--- config.mk ---
export PLATFORM = sky130hd
export DESIGN_NAME = usbs_sequencer
export DESIGN_NICKNAME = d
export VERILOG_FILES = /design/src/shared/usbs_pkg.sv /design/src/logic/usbs_sequencer.sv
export SDC_FILE = /design/constraint.sdc
export NUM_CORES = 1
export LEC_CHECK = 0
export BUFFER_PORTS_ARGS = -buffer_cell sky130_fd_sc_hd__buf_4
export CAP_MARGIN = 20
export CELL_PAD_IN_SITES_DETAIL_PLACEMENT = 0
export CELL_PAD_IN_SITES_GLOBAL_PLACEMENT = 2
export CORE_UTILIZATION = 37
export CTS_CLUSTER_DIAMETER = 80
export DETAILED_ROUTE_END_ITERATION = 7
export GPL_ROUTABILITY_DRIVEN = 1
export HOLD_SLACK_MARGIN = 0.12
export PLACE_DENSITY_LB_ADDON = 0.1
export SLEW_MARGIN = 20
export SYNTH_ARGS = -nofsm -noshare
export SYNTH_HDL_FRONTEND = slang
export SYNTH_SLANG_ARGS = --single-unit
--- constraint.sdc ---
create_clock -name clk_i -period 12.3 [get_ports clk_i]
set_input_delay 3.69 -clock clk_i [delete_from_list [all_inputs] [get_ports clk_i]]
set_output_delay 3.69 -clock clk_i [all_outputs]
set_load 0.005 [all_outputs]
--- src/shared/usbs_pkg.sv ---
package usbs_pkg;

   // register byte offsets
   localparam logic [7:0] CFG_OFS = 8'h00;
   localparam logic [7:0] RXCFG_OFS = 8'h04;
   localparam logic [7:0] STATUS_OFS = 8'h08;

   // reset values
   localparam logic [16:0] CFG_RST = 17'h0000a;
   localparam logic [2:0] RXCFG_RST = 3'h1;

   // start pulse saturates at this many transmit periods
   localparam logic [4:0] START_MAX = 5'h03;

   typedef enum logic [1:0] {
      ST_IDLE = 2'b00,
      ST_BURST = 2'b01,
      ST_LISTEN = 2'b11
   } usbs_state_t;

   typedef struct packed {
      logic amp_bypass;
      logic amp_feedback_select;
      logic damp_en;
      logic shift_en;
      logic [4:0] shift_pos;
      logic [4:0] pulse_count;
      logic [2:0] tx_divider_exponent;
   } usbs_cfg_t;

   typedef struct packed {
      logic [15:0] bursts;
      logic [3:0] pad;
      logic qual;
      logic start;
      logic [2:0] stops;
      logic [4:0] idx;
      logic [1:0] state;
   } usbs_status_t;

   typedef struct packed {
      logic cyc;
      logic stb;
      logic we;
      logic [3:0] sel;
      logic [7:0] adr;
      logic [31:0] dat;
   } usbs_wb_req_t;

   typedef struct packed {
      logic ack;
      logic [31:0] dat;
   } usbs_wb_rsp_t;

   typedef struct packed {
      usbs_cfg_t cfg;
      logic [2:0] stop_limit;
      usbs_cfg_t act;
      logic [2:0] act_limit;
      logic [1:0] ref_s;
      logic ref_prev;
      logic [1:0] trig_s;
      logic trig_prev;
      logic [1:0] zc_s;
      logic zc_prev;
      logic [1:0] thr_s;
      usbs_state_t state;
      logic [6:0] hcnt;
      logic ph;
      logic [4:0] idx;
      logic qual;
      logic [2:0] stops;
      logic [15:0] bursts;
      logic start;
      logic tx;
      logic damp;
      logic stop;
      logic ack;
      logic [31:0] rdat;
   } usbs_regs_t;

   localparam usbs_regs_t REGS_RST = '{cfg: CFG_RST, stop_limit: RXCFG_RST, act: CFG_RST,
                                       act_limit: RXCFG_RST, state: ST_IDLE, default: '0};

endpackage

--- src/logic/usbs_sequencer.sv ---
`timescale 1ns/10ps
// Operation
// (RULE1) only a trigger starts a measurement cycle
// (RULE2) one start pulse follows each accepted trigger
// (RULE3) burst begins with start rising edge
// (RULE4) divider uses powers of two only
// (RULE5) pulse frequency is reference over 2^(exp+1)
// (RULE6) emit programmed pulse count, then stop driving; a programmed count of 0 sends one pulse
// (RULE7) optional phase inversion from programmed pulse
// (RULE8) optional damping replaces the final pulse
// (RULE9) threshold decides which echoes qualify
// (RULE10) stop pulse marks a qualified zero crossing
// (RULE11) feedback select 0 means capacitive feedback
// (RULE12) feedback select 1 means resistive feedback
// (RULE13) bypass bit bypasses and disables amplifier
// (RULE14) host loads settings before triggering
// (RULE15) start width min(pulse count, 3) periods
// (RULE16) host waits after enable before trigger
// (RULE17) host waits after reset before trigger
// (RULE18) triggers during burst ignored, idle after
// (RULE19) configuration changes apply at next cycle
module usbs_sequencer (
   input wire logic clk_i,
   input wire logic rst_i,
   input wire usbs_pkg::usbs_wb_req_t wb_req_i,
   output usbs_pkg::usbs_wb_rsp_t wb_rsp_o,
   input wire logic reference_clock_in_i,
   input wire logic trigger_i,
   input wire logic zero_cross_i,
   input wire logic threshold_i,
   output logic start_o,
   output logic tx_o,
   output logic damp_o,
   output logic stop_o,
   output logic amp_feedback_select_o,
   output logic amp_bypass_o
);
   import usbs_pkg::*;

   usbs_regs_t r;
   usbs_regs_t n;

   logic ref_edge;
   logic trig_edge;
   logic zc_edge;
   logic thr_lvl;
   logic [4:0] cnt;
   logic [4:0] start_len;
   logic [6:0] half_m1;
   logic last;
   logic period_end;
   logic accept;

   // a zero pulse count still sends one pulse
   function automatic logic [4:0] count_of(input usbs_cfg_t c);
      count_of = (c.pulse_count == 5'h00) ? 5'h01 : c.pulse_count;
   endfunction

   assign ref_edge = r.ref_s[1] & ~r.ref_prev;
   assign trig_edge = r.trig_s[1] & ~r.trig_prev;
   assign zc_edge = r.zc_s[1] & ~r.zc_prev;
   assign thr_lvl = r.thr_s[1];
   assign cnt = count_of(r.act);
   assign start_len = (cnt > START_MAX) ? START_MAX : cnt;
   assign half_m1 = 7'((8'h01 << r.act.tx_divider_exponent) - 8'h01); // RULE4
   assign last = (r.idx == cnt - 5'h01);
   assign period_end = ref_edge & r.ph & (r.hcnt == half_m1);
   assign accept = trig_edge & (r.state != ST_BURST); // RULE1 RULE18

   always_comb begin
      logic [31:0] merged;
      logic [31:0] cur;
      usbs_status_t st;
      merged = '0;
      cur = '0;
      st = '0;
      n = r;

      // pin synchronisers, first stage feeds only the second
      n.ref_s = {r.ref_s[0], reference_clock_in_i};
      n.ref_prev = r.ref_s[1];
      n.trig_s = {r.trig_s[0], trigger_i};
      n.trig_prev = r.trig_s[1];
      n.zc_s = {r.zc_s[0], zero_cross_i};
      n.zc_prev = r.zc_s[1];
      n.thr_s = {r.thr_s[0], threshold_i};
      n.stop = 1'b0;

      // bus slave: ack one cycle after request, write at ack edge
      st.bursts = r.bursts;
      st.qual = r.qual;
      st.start = r.start;
      st.stops = r.stops;
      st.idx = r.idx;
      st.state = r.state;
      case (wb_req_i.adr)
         CFG_OFS: cur = {15'h0000, r.cfg};
         RXCFG_OFS: cur = {29'h00000000, r.stop_limit};
         STATUS_OFS: cur = st;
         default: cur = '0;
      endcase
      merged = cur;
      for (int b = 0; b < 4; b++) begin
         if (wb_req_i.sel[b]) begin
            merged[8*b +: 8] = wb_req_i.dat[8*b +: 8];
         end
      end
      n.ack = wb_req_i.cyc & wb_req_i.stb & ~r.ack;
      if (n.ack) begin
         n.rdat = cur;
      end
      if (wb_req_i.cyc && wb_req_i.stb && wb_req_i.we && r.ack) begin
         if (wb_req_i.adr == CFG_OFS) begin
            n.cfg = merged[16:0];
         end
         if (wb_req_i.adr == RXCFG_OFS) begin
            n.stop_limit = merged[2:0];
         end
      end

      // settings follow software only between measurements
      if (r.state == ST_IDLE) begin // RULE19
         n.act = r.cfg;
         n.act_limit = r.stop_limit;
      end

      case (r.state)
         ST_IDLE: begin
            n.qual = 1'b0;
         end
         ST_BURST: begin
            if (ref_edge) begin
               if (r.hcnt == half_m1) begin // RULE5
                  n.hcnt = 7'h00;
                  n.ph = ~r.ph;
                  if (r.ph) begin
                     n.idx = r.idx + 5'h01;
                     if (last) begin // RULE6
                        n.state = ST_LISTEN;
                        n.stops = 3'h0;
                        n.qual = 1'b0;
                     end
                  end
               end else begin
                  n.hcnt = r.hcnt + 7'h01;
               end
            end
         end
         ST_LISTEN: begin
            if (r.act_limit == 3'h0 || r.stops >= r.act_limit) begin
               n.state = ST_IDLE;
            end else if (zc_edge && r.qual) begin // RULE10
               n.stop = 1'b1;
               n.qual = 1'b0;
               n.stops = r.stops + 3'h1;
               if (r.stops + 3'h1 >= r.act_limit) begin // RULE18
                  n.state = ST_IDLE;
               end
            end else if (thr_lvl) begin // RULE9
               n.qual = 1'b1;
            end
         end
         default: begin
            n.state = ST_IDLE;
         end
      endcase

      if (accept) begin // RULE1
         n.act = r.cfg;
         n.act_limit = r.stop_limit;
         n.state = ST_BURST;
         n.hcnt = 7'h00;
         n.ph = 1'b0;
         n.idx = 5'h00;
         n.qual = 1'b0;
         n.stop = 1'b0;
         n.bursts = r.bursts + 16'h0001;
      end

      // output levels registered alongside the state they describe
      n.start = 1'b0;
      n.tx = 1'b0;
      n.damp = 1'b0;
      if (n.state == ST_BURST) begin
         n.start = n.idx < ((count_of(n.act) > START_MAX) ? START_MAX : count_of(n.act)); // RULE2 RULE15
         if (n.act.damp_en && n.idx == count_of(n.act) - 5'h01) begin // RULE8
            n.damp = ~n.ph;
         end else if (n.act.shift_en && n.idx >= n.act.shift_pos) begin // RULE7
            n.tx = n.ph;
         end else begin // RULE3
            n.tx = ~n.ph;
         end
      end
   end

   always_ff @(posedge clk_i) begin
      if (rst_i) begin
         r <= REGS_RST;
      end else begin
         r <= n;
      end
   end

   assign wb_rsp_o = '{ack: r.ack, dat: r.rdat};
   assign start_o = r.start;
   assign tx_o = r.tx;
   assign damp_o = r.damp;
   assign stop_o = r.stop;
   assign amp_feedback_select_o = r.act.amp_feedback_select; // RULE11 RULE12
   assign amp_bypass_o = r.act.amp_bypass; // RULE13
endmodule

==> run_results.csv <==
group,metric,value,unit
timing,slew_headroom,0.4066,
timing,whs,449.5,ps
synthesis,synth_cell_type_count,59,
clocking,cts-root-buf,"clkbuf_16",
setup_path,start_kind,"input port",
route,postRouteAntennaNets,0,
floorplan,io_pins,92,
timing,finalHoldViolations,0,
pwr,power.total,0.0009367,W
route,routed_wl,15280,um
setup_path,cp_max_fo,23,
floorplan,die_area,17260,sq um
floorplan,initial_core_util,0.3844,
synthesis,ys_seq_area_frac,0.3975,
synthesis,synth-main-ff-cell,"dfxtp_1",
placement,dp.final_hpwl,10900,um
setup_path,cp-end-kind,"flop",
clocking,cts_setup_buffers,0,
synthesis,yosys_warnings,0,
min_path,holdPathStages,1,
timing,slew_viol_final,0,
final_layout,nFillCells,1638,
pwr,p_sw,0.0002326,W
pwr,intPower,0.0007041,W
route,drc_errors,0,
setup_path,arrival,6460,ps
synthesis,syn_area,6195,sq um
final_layout,final_nets,825,
floorplan,die_h,131.4,um
pwr,seq_power_share,0.430,
outcome,status,"complete, no violations",
final_layout,fin_area,7272,sq um
clocking,clk_path_buf_depth,2,
synthesis,synthCells,718,
synthesis,synth_seq_cells,123,
route,drt-initial-drc-count,206,
clocking,clkTransAtPathRegs,60,ps
grt,grt_antenna_before_repair,0,
timing,fin_crit,6178,ps
pwr,swShare,0.2483,
synthesis,ys_async_sr_fraction,0,
final_layout,antenna_cells,0,
grt,grt_max_degree,103,
grt,grt_pass1_wl,25080,um
timing,max_freq,0.1619,GHz
grt,grt_pass1_vias,4777,
min_path,holdCritPathClass,"flop to flop",
route,wl_per_cell,15.62,um
timing,fin_crit_sh,0.5023,
clocking,clk-insertion-delay-late,420,ps
setup_path,critical_path_class,"input port to flop",
pwr,clkPwrFrac,0.524,
timing,worstMarginPinSlew,885.3,ps
placement,placed_area,6665,sq um
placement,place_congestion,0.7910,
floorplan,rows,46,
route,viasPerCell,5.021,
clocking,htreeDepth,4,
grt,grt_overflow,0,
final_layout,syn2layout_area_growth,17.39,%
timing,setup_tns,0,ps
route,firstDrtPassIters,5,
pwr,p_leak,2.856,nW
timing,clock_skew,14.37,ps
synthesis,synth-edff-count,0,
pwr,power.density,128.8,nW/um^2
timing,rsz0062_at_grt,"false",
clocking,cts_hold_buffers,0,
clocking,clkSinkCount,123,
pwr,max-vdd-ir-drop,0.1104,mV
placement,portBuffers,75,
final_layout,drive_gt1_frac,0.1719,
setup_path,worstRegToRegCells,16,
synthesis,syn_avg_cell_area,8.628,sq um
pwr,combPwrFrac,0.046,
setup_path,required,12580,ps
timing,finalSetupViolCount,0,
final_layout,final_core_utilization,0.4512,
clocking,cts_resized,0,
floorplan,core,16120,sq um
floorplan,die_w,131.4,um
clocking,cts_tree,"yes",
job,maxCapViolCount,0,
route,vias,4911,
grt,grt_util_all_layers,0.1854,
clocking,cts_made_buffers,17,
-- cells by family after synthesis --
family | Yosys count | synth area share
simple gates | 291 | 0.2280
flops | 123 | 0.3975
compound gates | 120 | 0.1347
buf+inv | 83 | 0.07392
xor+xnor | 41 | 0.05797
mux | 36 | 0.06080
fa+ha+maj | 23 | 0.04646
other cells | 1 | 0.0006054
-- worst paths after layout --
check / slack (ps) / end / from
max: 6120 / r[118]$_SDFFE_PP0P_ / wb_req_i[37]
min: 450 / r[73]$_SDFF_PP0_ / n[73]$_SDFF_PP0_
max reg2reg: 7940 / tx_o$_SDFF_PP0_ / r[87]$_SDFFE_PP1P_
min reg2reg: 450 / r[73]$_SDFF_PP0_ / n[73]$_SDFF_PP0_
-- layout by cell type (no fill, tap or decap), drive strengths merged, types with 3 or more instances in the layout --
cell type / Yosys / final
nand2b: 12 / 12
clkinv: 0 / 3
xnor2: 13 / 13
clkbuf: 26 / 17
a211o: 3 / 3
or3: 8 / 8
and2: 4 / 4
buf: 45 / 81
a21oi: 48 / 48
xor2: 28 / 28
mux2i: 35 / 35
and3b: 3 / 3
nor2: 103 / 103
a21o: 7 / 7
and3: 5 / 5
nand3: 21 / 21
a22oi: 16 / 16
nand2: 62 / 62
nand3b: 4 / 4
nor2b: 19 / 19
nand4: 6 / 6
or2: 3 / 3
nor3b: 3 / 3
dfxtp: 123 / 123
nor3: 25 / 25
or4: 3 / 3
ha: 23 / 23
o21ai: 14 / 14
a21boi: 3 / 3
and4: 3 / 3
conb: 1 / 3
a211oi: 14 / 14
inv: 12 / 21
-- synth_stat cells (4+ instances only) --
cell type  number  share of area
o21ai_0        14          0.011
buf_4          35          0.042
a211oi_1       13          0.016
nand3b_1        4         0.0048
or3_1           8         0.0081
nand2_1        62          0.038
mux2i_1        34          0.055
nand4_1         6         0.0061
a21o_1          7         0.0085
xor2_1         28          0.040
inv_1          12         0.0073
nand3_1        21          0.017
and3_1          5         0.0050
nor3_1         25          0.020
dfxtp_1       123           0.40
ha_1           23          0.046
nor2b_1        19          0.019
buf_2           6         0.0048
clkbuf_1       26          0.016
a21oi_1        48          0.039
a22oi_1        16          0.019
nand2b_1       12          0.012
nor2_1        103          0.062
xnor2_1        13          0.018
-- layout make-up --
class,instances,area (sq um),share of cell area
repair buffers,81,628.1,0.08637
clock buffers,17,425.4,0.05850
clock inverters,15,151.4,0.02082
well taps,216,270.3,0.03716
inverters,12,45.04,0.006194
multi-input cells,514,3289,0.4523
flip-flops and latches,123,2462,0.3386
-- metal layers --
metal,part of all wire,track usage,up-vias
met1,0.49,0.2453,2328
met3,0.029,0.04090,8
met5,0,0,-
met2,0.47,0.2937,60
met4,0.0083,0.07041,0
li1,-,-,2515
-- metrics by stage --
stage | setup WS [ps] | instances
finish | 6122 | 978
global route | 5781 | 978
CTS | 6031 | 977
detailed placement | 5616 | 945
global placement | 5592 | 945
floorplan | 6615 | 720
-- power by group through the flow --
| stage | logic (W) | registers [W] | clock network (W) |
|---|---|---|---|
| after CTS | 0.0000426 | 0.000403 | 0.000504 |
| after floorplan | 0.0000252 | 0.000411 | 0 |
| final | 0.0000430 | 0.000403 | 0.000491 |
| after detailed placement | 0.0000425 | 0.000412 | 0 |
| after global placement | 0.0000421 | 0.000412 | 0 |
| after global routing | 0.0000471 | 0.000403 | 0.000524 |
-- critical path, cell delays in order --
cell	delay (ps)
buf_4	110
or4_1	500
nor3_1	430
nand2b_1	110
buf_4	240
nor3_2	740
buf_4	350
nand2_1	130
nand2_1	90
a21oi_1	60
-- flip-flops by register name (all words and copies together), names as in the netlist --
signal and cells:
damp_o 1, amp_bypass_o 1, stop_o 1, r 77, wb_rsp_o 33, tx_o 1, n 7, start_o 1
amp_feedback_select_o 1
Power figures use the tool's default switching activity.
